## config.mk

```make
export PLATFORM = sky130hd
export DESIGN_NAME = rom_cfg_pins
export DESIGN_NICKNAME = d
export VERILOG_FILES = /design/src/common/rom_cfg_pkg.sv /design/src/rom_cfg_pins.sv
export SDC_FILE = /design/constraint.sdc
export NUM_CORES = 1
export LEC_CHECK = 0
export CORE_MARGIN = 4
export CORE_UTILIZATION = 45
export DETAILED_ROUTE_END_ITERATION = 6
export DONT_BUFFER_PORTS = 1
export PLACE_DENSITY_LB_ADDON = 0.12
export SLEW_MARGIN = 20
export SYNTH_ARGS = -nofsm -noshare
export SYNTH_HDL_FRONTEND = slang
export SYNTH_SLANG_ARGS = --single-unit
```

## constraint.sdc

```tcl
create_clock -name clock_i -period 6.9 [get_ports clock_i]
set_input_delay 0 -clock clock_i [delete_from_list [all_inputs] [get_ports clock_i]]
set_output_delay 0 -clock clock_i [all_outputs]
set_load 0.01 [all_outputs]
```

## src/common/rom_cfg_pkg.sv

```systemverilog
// Constants and types shared by the configuration pin block
package rom_cfg_pkg;
  localparam int CLK_PERIOD_NS = 4;
  // Serial clock periods per serial ROM speed setting
  localparam int SLOW_PERIOD_NS = 4000;
  localparam int FAST_PERIOD_NS = 800;
  localparam int MID_LO_PERIOD_NS = 1600;
  localparam int MID_HI_PERIOD_NS = 3200;
  localparam int DIV_W = 10;
  localparam logic [DIV_W-1:0] SLOW_HALF = DIV_W'(SLOW_PERIOD_NS / (2 * CLK_PERIOD_NS));
  localparam logic [DIV_W-1:0] FAST_HALF = DIV_W'(FAST_PERIOD_NS / (2 * CLK_PERIOD_NS));
  localparam logic [DIV_W-1:0] MID_LO_HALF = DIV_W'(MID_LO_PERIOD_NS / (2 * CLK_PERIOD_NS));
  localparam logic [DIV_W-1:0] MID_HI_HALF = DIV_W'(MID_HI_PERIOD_NS / (2 * CLK_PERIOD_NS));
  localparam logic [1:0] SPEED_FAST = 2'h0;
  localparam logic [1:0] SPEED_MID_LO = 2'h1;
  localparam logic [1:0] SPEED_MID_HI = 2'h2;
  localparam logic [1:0] SPEED_SLOW = 2'h3;
  // Register byte offsets
  localparam logic [7:0] ADDR_CTRL = 8'h00;
  localparam logic [7:0] ADDR_STATUS = 8'h04;
  localparam logic [7:0] ADDR_TX = 8'h08;
  localparam logic [7:0] ADDR_RX = 8'h0c;
  // Field positions
  localparam int CTRL_SPEED_LSB = 0;
  localparam int CTRL_GO_BIT = 2;
  localparam int CTRL_LEN_LSB = 8;
  localparam int ST_PRESENT_BIT = 0;
  localparam int ST_BIG_END_BIT = 1;
  localparam int ST_BUSY_BIT = 2;
  localparam int ST_DONE_BIT = 3;
  localparam int ST_ASLEEP_BIT = 4;
  localparam int ST_REFUSED_BIT = 5;
  localparam int ST_WR_CNT_LSB = 16;
  localparam int ST_IGN_CNT_LSB = 24;
  // Reset values
  localparam logic [1:0] SPEED_RESET = 2'h0;
  localparam logic [4:0] LEN_RESET = 5'h1f;
  localparam logic [31:0] TX_RESET = 32'h0000_0000;
  // Synchroniser lanes
  localparam int SYN_W = 6;
  localparam int SYN_PRESENT = 0;
  localparam int SYN_SCLK = 1;
  localparam int SYN_DIN = 2;
  localparam int SYN_QUAL = 3;
  localparam int SYN_WR = 4;
  localparam int SYN_AWAKE = 5;
  typedef enum logic [2:0] {
    ST_IDLE = 3'b001,
    ST_SHIFT = 3'b010,
    ST_END = 3'b100
  } eng_state_t;
endpackage

```

## src/rom_cfg_pins.sv

```systemverilog
// Configuration pin block: serial ROM loader, strap capture, host qualifiers, sleep
`timescale 1ns/1ps
module rom_cfg_pins
  import rom_cfg_pkg::*;
(
  input wire logic clock_i,
  input wire logic rst_n_i,
  input wire logic wb_cyc_i,
  input wire logic wb_stb_i,
  input wire logic wb_we_i,
  input wire logic [7:0] wb_adr_i,
  input wire logic [3:0] wb_sel_i,
  input wire logic [31:0] wb_dat_i,
  output logic [31:0] wb_dat_o,
  output logic wb_ack_o,
  input wire logic rom_present_strap_i,
  input wire logic serial_rom_clock_i,
  output logic serial_rom_clock_o,
  output logic serial_rom_clock_oe_o,
  output logic serial_rom_select_o,
  output logic serial_rom_select_oe_o,
  output logic serial_rom_data_out_o,
  output logic serial_rom_data_out_oe_o,
  input wire logic serial_rom_data_in_i,
  input wire logic access_qualifier_n_i,
  input wire logic write_strobe_n_i,
  input wire logic chip_sleep_n_i,
  output logic chip_enable_o,
  output logic big_endian_o,
  output logic asleep_o
);

  function automatic logic [31:0] merge_bytes(input logic [31:0] old_v,
                                              input logic [31:0] new_v,
                                              input logic [3:0] sel);
    logic [31:0] res;
    res = old_v;
    for (int b = 0; b < 4; b++) begin
      if (sel[b]) begin
        res[b*8 +: 8] = new_v[b*8 +: 8];
      end
    end
    return res;
  endfunction

  function automatic logic [DIV_W-1:0] half_of(input logic [1:0] speed);
    logic [DIV_W-1:0] h;
    unique case (speed)
      SPEED_FAST: h = FAST_HALF;
      SPEED_MID_LO: h = MID_LO_HALF;
      SPEED_MID_HI: h = MID_HI_HALF;
      SPEED_SLOW: h = SLOW_HALF;
    endcase
    return h;
  endfunction

  // Pin synchronisers; first stage feeds only the second
  logic [SYN_W-1:0] pin_raw;
  logic [SYN_W-1:0] sync1;
  logic [SYN_W-1:0] sync2;
  assign pin_raw = {chip_sleep_n_i, write_strobe_n_i, access_qualifier_n_i,
                    serial_rom_data_in_i, serial_rom_clock_i, rom_present_strap_i};

  genvar g;
  generate
    for (g = 0; g < SYN_W; g++) begin : g_sync
      always_ff @(posedge clock_i) begin
        sync1[g] <= pin_raw[g];
        sync2[g] <= sync1[g];
      end
    end
  endgenerate

  logic awake;
  assign awake = sync2[SYN_AWAKE];
  assign asleep_o = ~awake;

  // Straps are caught while reset is held; the clock pin is undriven then
  logic rom_present;
  always_ff @(posedge clock_i) begin
    if (!rst_n_i) begin
      rom_present <= sync2[SYN_PRESENT];
      big_endian_o <= sync2[SYN_SCLK];
    end
  end

  // Wishbone slave: ack one cycle after request, write lands on the ack edge
  logic wb_req;
  logic wr_fire;
  assign wb_req = wb_cyc_i & wb_stb_i;
  assign wr_fire = wb_req & wb_we_i & wb_ack_o;

  always_ff @(posedge clock_i) begin
    if (!rst_n_i) begin
      wb_ack_o <= 1'b0;
    end else begin
      wb_ack_o <= wb_req & ~wb_ack_o;
    end
  end

  logic [1:0] speed;
  logic [4:0] len;
  logic [31:0] tx_data;
  logic [31:0] ctrl_merged;
  assign ctrl_merged = merge_bytes({19'h0, len, 6'h0, speed}, wb_dat_i, wb_sel_i);

  always_ff @(posedge clock_i) begin
    if (!rst_n_i) begin
      speed <= SPEED_RESET;
      len <= LEN_RESET;
    end else if (wr_fire && wb_adr_i == ADDR_CTRL) begin
      speed <= ctrl_merged[CTRL_SPEED_LSB +: 2];
      len <= ctrl_merged[CTRL_LEN_LSB +: 5];
    end
  end

  always_ff @(posedge clock_i) begin
    if (!rst_n_i) begin
      tx_data <= TX_RESET;
    end else if (wr_fire && wb_adr_i == ADDR_TX) begin
      tx_data <= merge_bytes(tx_data, wb_dat_i, wb_sel_i);
    end
  end

  logic go;
  logic clr_done;
  logic clr_refused;
  assign go = wr_fire && wb_adr_i == ADDR_CTRL && wb_sel_i[0] && wb_dat_i[CTRL_GO_BIT];
  assign clr_done = wr_fire && wb_adr_i == ADDR_STATUS && wb_sel_i[0]
                    && wb_dat_i[ST_DONE_BIT];
  assign clr_refused = wr_fire && wb_adr_i == ADDR_STATUS && wb_sel_i[0]
                       && wb_dat_i[ST_REFUSED_BIT];

  // Serial engine
  eng_state_t state;
  logic [DIV_W-1:0] div;
  logic [DIV_W-1:0] half_act;
  logic [1:0] speed_act;
  logic [4:0] bits_left;
  logic [31:0] shreg;
  logic [31:0] rx_shift;
  logic [31:0] rx_data;
  logic busy;
  logic half_tick;
  logic done_evt;
  logic refuse_evt;
  logic din_gated;
  assign busy = state != ST_IDLE;
  assign half_act = half_of(speed_act);
  assign half_tick = div == half_act - DIV_W'(1);
  assign done_evt = state == ST_END && half_tick;
  // Absent ROM or sleep refuses a start; so does a start while busy
  assign refuse_evt = go && (!rom_present || !awake || busy);
  assign din_gated = sync2[SYN_DIN] & rom_present;

  always_ff @(posedge clock_i) begin
    if (!rst_n_i) begin
      state <= ST_IDLE;
      div <= '0;
      speed_act <= SPEED_RESET;
      bits_left <= '0;
      shreg <= '0;
      rx_shift <= '0;
      serial_rom_clock_o <= 1'b0;
      serial_rom_select_o <= 1'b0;
      serial_rom_data_out_o <= 1'b0;
    end else begin
      unique case (state)
        ST_IDLE: begin
          if (go && rom_present && awake) begin
            state <= ST_SHIFT;
            div <= '0;
            // Speed and length written together with the start take effect at once
            speed_act <= ctrl_merged[CTRL_SPEED_LSB +: 2];
            bits_left <= ctrl_merged[CTRL_LEN_LSB +: 5];
            shreg <= tx_data;
            rx_shift <= '0;
            serial_rom_clock_o <= 1'b0;
            serial_rom_select_o <= 1'b1;
            serial_rom_data_out_o <= tx_data[31];
          end
        end
        ST_SHIFT: begin
          if (!awake) begin
            // Sleep aborts mid-word; the ROM sees select drop
            state <= ST_IDLE;
            serial_rom_clock_o <= 1'b0;
            serial_rom_select_o <= 1'b0;
          end else if (half_tick) begin
            div <= '0;
            if (!serial_rom_clock_o) begin
              serial_rom_clock_o <= 1'b1;
              rx_shift <= {rx_shift[30:0], din_gated};
            end else begin
              serial_rom_clock_o <= 1'b0;
              if (bits_left == 5'h0) begin
                state <= ST_END;
              end else begin
                bits_left <= bits_left - 5'h1;
                shreg <= {shreg[30:0], 1'b0};
                serial_rom_data_out_o <= shreg[30];
              end
            end
          end else begin
            div <= div + DIV_W'(1);
          end
        end
        ST_END: begin
          if (half_tick || !awake) begin
            state <= ST_IDLE;
            div <= '0;
            serial_rom_select_o <= 1'b0;
          end else begin
            div <= div + DIV_W'(1);
          end
        end
        default: begin
          state <= ST_IDLE;
        end
      endcase
    end
  end

  always_ff @(posedge clock_i) begin
    if (!rst_n_i) begin
      rx_data <= '0;
    end else if (done_evt) begin
      rx_data <= rx_shift;
    end
  end

  // Every pin floats while asleep and in reset; clock pin also floats with no ROM present, for the strap
  always_ff @(posedge clock_i) begin
    if (!rst_n_i) begin
      serial_rom_clock_oe_o <= 1'b0;
      serial_rom_select_oe_o <= 1'b0;
      serial_rom_data_out_oe_o <= 1'b0;
    end else begin
      serial_rom_clock_oe_o <= awake & rom_present;
      serial_rom_select_oe_o <= awake;
      serial_rom_data_out_oe_o <= awake;
    end
  end

  // Sticky flags: a set in the clearing cycle wins
  logic done_flag;
  logic refused_flag;
  always_ff @(posedge clock_i) begin
    if (!rst_n_i) begin
      done_flag <= 1'b0;
    end else if (done_evt) begin
      done_flag <= 1'b1;
    end else if (clr_done) begin
      done_flag <= 1'b0;
    end
  end

  always_ff @(posedge clock_i) begin
    if (!rst_n_i) begin
      refused_flag <= 1'b0;
    end else if (refuse_evt) begin
      refused_flag <= 1'b1;
    end else if (clr_refused) begin
      refused_flag <= 1'b0;
    end
  end

  // Host strobes: the write strobe has no relation to our clock, so only
  // its synchronised copy is edge-detected; pulses under 4 ns may be lost
  logic wr_prev;
  logic wr_fall;
  logic [7:0] wr_count;
  logic [7:0] ign_count;
  always_ff @(posedge clock_i) begin
    if (!rst_n_i) begin
      wr_prev <= 1'b1;
    end else begin
      wr_prev <= sync2[SYN_WR];
    end
  end
  assign wr_fall = wr_prev & ~sync2[SYN_WR];
  assign chip_enable_o = awake & ~sync2[SYN_QUAL];

  always_ff @(posedge clock_i) begin
    if (!rst_n_i) begin
      wr_count <= '0;
      ign_count <= '0;
    end else if (wr_fall && awake) begin
      if (!sync2[SYN_QUAL]) begin
        wr_count <= wr_count + 8'h1;
      end else begin
        ign_count <= ign_count + 8'h1;
      end
    end
  end

  logic [31:0] rd_mux;
  always_comb begin
    rd_mux = 32'h0;
    unique case (wb_adr_i)
      ADDR_CTRL: begin
        rd_mux[CTRL_SPEED_LSB +: 2] = speed;
        rd_mux[CTRL_LEN_LSB +: 5] = len;
      end
      ADDR_STATUS: begin
        rd_mux[ST_PRESENT_BIT] = rom_present;
        rd_mux[ST_BIG_END_BIT] = big_endian_o;
        rd_mux[ST_BUSY_BIT] = busy;
        rd_mux[ST_DONE_BIT] = done_flag;
        rd_mux[ST_ASLEEP_BIT] = ~awake;
        rd_mux[ST_REFUSED_BIT] = refused_flag;
        rd_mux[ST_WR_CNT_LSB +: 8] = wr_count;
        rd_mux[ST_IGN_CNT_LSB +: 8] = ign_count;
      end
      ADDR_TX: rd_mux = tx_data;
      ADDR_RX: rd_mux = rx_data;
      default: rd_mux = 32'h0;
    endcase
  end

  always_ff @(posedge clock_i) begin
    if (!rst_n_i) begin
      wb_dat_o <= 32'h0;
    end else if (wb_req && !wb_ack_o) begin
      wb_dat_o <= rd_mux;
    end
  end

  // Checking helpers and properties
  logic [DIV_W-1:0] lo_run;
  always_ff @(posedge clock_i) begin
    if (!rst_n_i) begin
      lo_run <= '0;
    end else if (busy && !serial_rom_clock_o) begin
      lo_run <= lo_run + DIV_W'(1);
    end else begin
      lo_run <= '0;
    end
  end
endmodule
```

==> After elaboration in Yosys (flattened, before gate mapping) <==
Index checks and enable logic that the tools add are counted.
Widths: inputs -> output; s select.
{ "totals": {"in_bits": 55, "reg_bits": 225, "elab_cells": 175} }
{ "op_classes": {"n_addsub": 5, "reduce_logical": 40, "mux": 57, "eq_ne": 22, "n_bitwise": 12} }
{ "op_table": {"columns": ["cell", "n"], "rows": [
  ["$mux 31", 5],
  ["$mux 32", 4],
  ["$pmux 32 s2", 1],
  ["$pmux 31 s2", 1],
  ["$pmux 16 s3", 1],
  ["$mux 10", 4],
  ["$pmux 10 s4", 1],
  ["$mux 5", 6],
  ["$pmux 10 s3", 1],
  ["$mux 3", 6],
  ["$add 8x1->8 const B", 2],
  ["$eq 8x4->1 const B", 2],
  ["$mux 1", 16],
  ["$pmux 5 s3", 1],
  ["$logic_and 1x1->1", 14],
  ["$ne 2x2->1 const B", 7],
  ["$reduce_and 2->1", 7],
  ["$pmux 4 s3", 1],
  ["$add 10x1->10 const B", 1],
  ["$eq 10x10->1", 1],
  ["$pmux 5 s2", 1],
  ["$reduce_and 5->1", 2],
  ["$sub 10x1->10 const B", 1],
  ["$ne 3x3->1 const B", 3],
  ["28 further kinds", 47]
]} }

==> Depth between registers and ports, before layout <==
{ "logic_depth": {"ltp_word": 10, "ltp_mapped": 10} }

==> Worst setup path before layout <==
No wires, ideal clock.
{ "synth_path": {"path_kind": "register to register", "from": "reg speed_act[1]", "to": "reg bits_left[4]", "arrival_time_ns": 2.153, "t_required_ns": 6.759, "synth_period_minus_slack_ns": 2.294, "stages_incl_launch_ff": 10, "setup_ns": 0.141, "setup_slack_ns": 4.606, "path_cell_list": "dfxtp_1 -> inv_1 -> ha_1 -> or3b_1 -> a22oi_1 -> nand2_1 -> o21ai_4 -> buf_4 -> mux2i_1 -> o22ai_1"} }
{ "synth_between": {"elab_chain_len": 6, "word_cells_on_any_way": 9, "classes_between": "add/sub (1); eq/ne (5); mux (1); reduce/logical (2)"} }
{ "synth_lines": {"columns": ["element", "line_no", "text"], "rows": [
  ["start: declaration", "rom_cfg_pins.sv:138", "logic [1:0] speed_act;"],
  ["start signal: assignment", "rom_cfg_pins.sv:174", "speed_act <= ctrl_merged[CTRL_SPEED_LSB +: 2];"],
  ["$eq 2x2->1, or another cell as far along", "rom_cfg_pins.sv:48", "unique case (speed)"],
  ["$pmux 10 s4 (*)", "rom_cfg_pins.sv:48", null],
  ["$sub 10x1->10 (*)", "rom_cfg_pins.sv:150", "assign half_tick = div == half_act - DIV_W'(1);"],
  ["$eq 10x10->1 (*)", "rom_cfg_pins.sv:150", null],
  ["$ne 2x2->1 (no source line) (*)", null, null],
  ["$reduce_and 6->1 (no source line) (*)", null, null],
  ["end signal: assignment", "rom_cfg_pins.sv:175", "bits_left <= ctrl_merged[CTRL_LEN_LSB +: 5];"],
  ["end signal: assignment", "rom_cfg_pins.sv:199", "bits_left <= bits_left - 5'h1;"],
  ["end: declaration", "rom_cfg_pins.sv:139", "logic [4:0] bits_left;"]
]} }
Mark *: on every way between the ends. The rest lies on a longest branch, timed or not. The select of a mux whose other input is x is not followed.
A chain may end at the register's enable or synchronous reset.

==> Worst setup path in the final report <==
{ "layout_path": {"from": "reg wb_ack_o", "to": "reg bits_left[0]"} }
{ "layout_between": {"elab_chain_len": 8} }
{ "layout_lines": {"columns": ["element", "line_no", "text"], "rows": [
  ["start: declaration", "rom_cfg_pins.sv:15", "output logic wb_ack_o,"],
  ["start signal: assignment", "rom_cfg_pins.sv:97", "wb_ack_o <= wb_req & ~wb_ack_o;"],
  ["$and 1x1->1", "rom_cfg_pins.sv:91", "assign wr_fire = wb_req & wb_we_i & wb_ack_o;"],
  ["$logic_and 1x1->1 (3 in series)", "rom_cfg_pins.sv:128", "assign go = wr_fire && wb_adr_i == ADDR_CTRL && wb_sel_i[0] && wb_dat_i[CTRL_GO_BIT];"],
  ["$logic_and 1x1->1 (2 in series)", "rom_cfg_pins.sv:170", "if (go && rom_present && awake) begin"],
  ["$ne 2x2->1 (no source line)", null, null],
  ["$reduce_and 6->1 (no source line)", null, null]
]} }
Every way passes these cells.

==> results.txt <==
The run gives 0 as the max-slew violation total from the final report. For the worst flop-to-flop path, the logic depth is 8. Setup repair after global routing left no endpoint under its margin. After synthesis, the cell types taking the most area are sky130_fd_sc_hd__dfxtp_1 46%, sky130_fd_sc_hd__mux2i_1 9.5%, sky130_fd_sc_hd__nor2_1 4.4%.

The flop and latch count out of synthesis was 225. In this run, the number of DRC markers left after iteration 0 of detailed routing was 481. In this run the worst hold path is classified as in2reg. Before CTS, the worst setup slack after placement is 3907 ps.

The run gives 7300 ps as the required time reported for the critical path endpoint. The critical path is of the reg2reg type. The tools report the floorplan core area as 21020 um^2.

For the distinct cell type count after synthesis, the log shows 64. Most used flip-flop cell after synthesis: sky130_fd_sc_hd__dfxtp_1. Once detail routing completed, the nets flagged for antenna violations numbered 0.

The routed layout has 7744 vias. The number of antenna violations at the first check in global routing is 0. In the global route stage, met1 resource usage came out at 31.20%. The number of gates resized after cts was 0; the number of buffers inserted during clock tree synthesis was 25. The total count of hold-check failures in the final report came out at 0. The number of nets handed over by synthesis was 1122.

The synthesized netlist occupies a cell area of 9643 um^2. The total routing usage reported by global routing was 21.28%. At the pin with the least slew margin, the transition time is 1142 ps. For this run, design rule violations remaining after detail routing come to 0. The sequential cell area fraction in the yosys report is 46.92%, and the minimum setup slack among reg-to-reg paths is 3540 ps. The ratio of final minimum period to clock period came out at 48.75%.

The synthesized design spends more area on one cell type than any other, namely sky130_fd_sc_hd__dfxtp_1. Setup violations remaining at the end of the flow were counted as 0. The clock-pin slew reported for the worst setup and hold paths after clock tree synthesis is 60 ps, and the largest fanout on the critical path is 70. The sink count of the clock tree is 225. Hold repair after CTS inserted 100 buffers. The average cell area after synthesis came out at 9.114 um^2.

The clock reaches the later pin of the worst-skew pair after 520 ps. Once layout is done, the placed cells without fillers occupy 11540 um^2. On the final layout, the worst clock skew is 18.73 ps.

Achievable frequency: 297.3 MHz. The routed design could run at a clock period as short as 3364 ps. For the cell area after placement, the log shows 9681 um^2. Setup slack closes at 3536 ps. The first global-routing pass estimated 41650 um of wire. In this run the power density over the cells is 233.0 nW/um^2.

0 antenna diodes ended up in the layout. Data arrives at the worst endpoint at 3760 ps. STA classifies the critical path endpoint as a register. The die covers 23830 um^2. The clock tree buffer depth was 3. Global routing used 3.106% of the available met3 tracks.

The worst-case IR drop observed on VDD is 0.0001486 V. The global-route congestion overflow total came out at 0. The run finished with clean final reports. Using the TritonRoute via totals, the vias-per-cell ratio works out to 5.527.

In this run the vertical extent of the chip is 154.4 um. The number of H-tree levels is 1, and the area share of the leading cell type in the synthesized netlist is 46.30%. Synthesis handed over a netlist of 1058 instances.

The routed design has 25790 um of wire. The number of filler cells placed in the layout was 1913; the post-layout net count was 1173. The worst-case hold slack came out at 4.983 ps. In this run, synthesis inferred 2 flip-flops with an integrated enable. For hold timing, the worst endpoint is wb_dat_o[5].

The logs give 4.153 nW for the static leakage and 116 for the pin count of the biggest net entering global routing. The worst setup path is launched from a register. Dividing the detail-routed wire length by the instance count gives 18.41 um. Counting flops with an async set or reset pin after synthesis yields a share of 0%.

The initial utilization of the core area, before any placement, comes to 45.87%. The clock root buffer master is sky130_fd_sc_hd__clkbuf_16. The half-perimeter wire length after detailed placement was 15040 um. The run gives 97 as the I/O pin total. TritonCTS built the clock tree. The logs give 1401 for the post-layout instance count excluding filler cells and 33.40% for the met2 usage. The count of buffers inserted at the top-level ports was 0. The number of global-route vias before repair is 7502. The floorplan has 53 rows. At the end of routability-driven placement, the weighted congestion stood at 0.8021. Counting instances, the worst hold path has a depth of 4. In this run the post-CTS setup repair buffer count came out at 0.

In the final layout, the share of cells above drive strength 1 is 8.615%. The area added between synthesis and finish was 19.72%. In this run the critical register-to-register path is captured at bits_left[0]. The busiest metal layer after global routing is met2. Measured along the x axis, the die boundary spans 154.4 um.

Synthesis warning total: 0. The first detailed-routing pass ran for 4 iterations. Max-cap check violation count: 0. The count of placed standard cells including taps came out at 1255. Headroom to the max-slew limit came out at 23.84%. Summed over all failing endpoints, the final setup total negative slack is 0 ps. In this run the most critical hold path is launched from wb_adr_i[2].

In this run the critical register-to-register path is launched from wb_ack_o.
## flip-flops by register name (all words and copies together), names as in the netlist, 2 cells and up
signal	flops
bits_left	5
div	10
ign_count	8
len	5
rx_data	32
rx_shift	32
shreg	31
speed	2
speed_act	2
state	3
sync1	6
sync2	5
tx_data	32
wb_dat_o	32
wr_count	8
## worst max-delay path by stage
stage,start,end,slack (ps),depth (start not counted)
2_1_floorplan,speed_act[1],bits_left[4],4610,9
3_3_place_gp,speed_act[1],bits_left[0],4010,9
3_5_place_dp,speed_act[1],bits_left[0],3910,9
4_1_cts,wb_ack_o,bits_left[0],3490,8
5_1_grt,wb_ack_o,bits_left[0],3200,8
6_report,wb_ack_o,bits_left[0],3540,8
## Yosys cell counts (all sizes together), types with 3 or more instances
cell      n
xor2     12
a21oi    51
clkbuf   54
a211oi   32
nor2b     7
nor3     13
mux2i    92
nand2   115
nor3b     6
nor4      3
o22ai     5
and4      5
nand4    43
ha        9
buf      30
nand2b    5
nand3    45
inv       8
o21ai    64
a22o      6
mux2     25
xnor2     5
a22oi    20
a32o      6
or3b      3
nor2    114
dfxtp   223
and2     20
and3      8
nand3b    4
o31ai     3
## cells in the final DEF (no fill, tap or decap), types with 20 or more instances in the layout
cell	count
sky130_fd_sc_hd__mux2_2	25
sky130_fd_sc_hd__a21oi_1	50
sky130_fd_sc_hd__a22oi_1	20
sky130_fd_sc_hd__nand4_1	42
sky130_fd_sc_hd__dlygate4sd3_1	99
sky130_fd_sc_hd__mux2i_1	92
sky130_fd_sc_hd__and2_1	20
sky130_fd_sc_hd__nor2_1	114
sky130_fd_sc_hd__nand3_1	45
sky130_fd_sc_hd__nand2_1	113
sky130_fd_sc_hd__o21ai_0	54
sky130_fd_sc_hd__dfxtp_1	223
sky130_fd_sc_hd__clkbuf_16	25
sky130_fd_sc_hd__a211oi_1	32
## where the power goes
| part | leakage [nW] | internal, mW | total, mW | switching (mW) |
|---|---|---|---|---|
| clock network | 0.404 | 0.758 | 1.28 | 0.523 |
| logic | 1.93 | 0.0369 | 0.0957 | 0.0588 |
| registers | 1.82 | 1.31 | 1.31 | 0.00584 |
## kinds of logic after synthesis
kind of cell | Yosys count | share of synthesized area (%)
AO/OA/AOI/OAI | 198 | 13.09
buffers and inverters | 92 | 4.152
multiplexers | 119 | 12.94
AND/OR/NAND/NOR | 398 | 20.19
adder cells (fa/ha/maj) | 9 | 1.168
XOR/XNOR | 17 | 1.544
flip-flops | 225 | 46.92
## metal layers
| layer | part of all wire (%) | vias up |
|---|---|---|
| met3 | 4.2 | 27 |
| met4 | 1.2 | 0 |
| met5 | 0 | - |
| met2 | 45 | 132 |
| met1 | 50 | 3723 |
| li1 | - | 3862 |
## area by class of cell
| class | instances | area (um^2) | area share (%) |
|---|---|---|---|
| clock buffer | 37 | 760.7 | 6.589 |
| clock inverter | 7 | 38.79 | 0.3360 |
| timing repair buffer | 108 | 1104 | 9.559 |
| inverter | 8 | 32.53 | 0.2818 |
| tap | 275 | 344.1 | 2.980 |
| sequential | 225 | 4524 | 39.19 |
| multi-input combinational | 741 | 4741 | 41.06 |
## through the flow
stage | power (mW) | util (%)
floorplan | 1.392 | -
global placement | 1.386 | 46.05
detailed placement | 1.386 | 46.05
CTS | 2.722 | 54.79
global route | 2.788 | 54.92
finish | 2.690 | 54.92
## critical path, cell delays in order (launching register included)
cell and delay [ps]:
sky130_fd_sc_hd__dfxtp_1 410, sky130_fd_sc_hd__nand4_1 180, sky130_fd_sc_hd__nor4_4 350, sky130_fd_sc_hd__dlygate4sd3_1 790, sky130_fd_sc_hd__nand4_4 320, sky130_fd_sc_hd__o21ai_4 140
sky130_fd_sc_hd__buf_4 560, sky130_fd_sc_hd__a21oi_1 170, sky130_fd_sc_hd__a2111oi_2 320
Note: power is estimated with default switching activity, not from simulation.
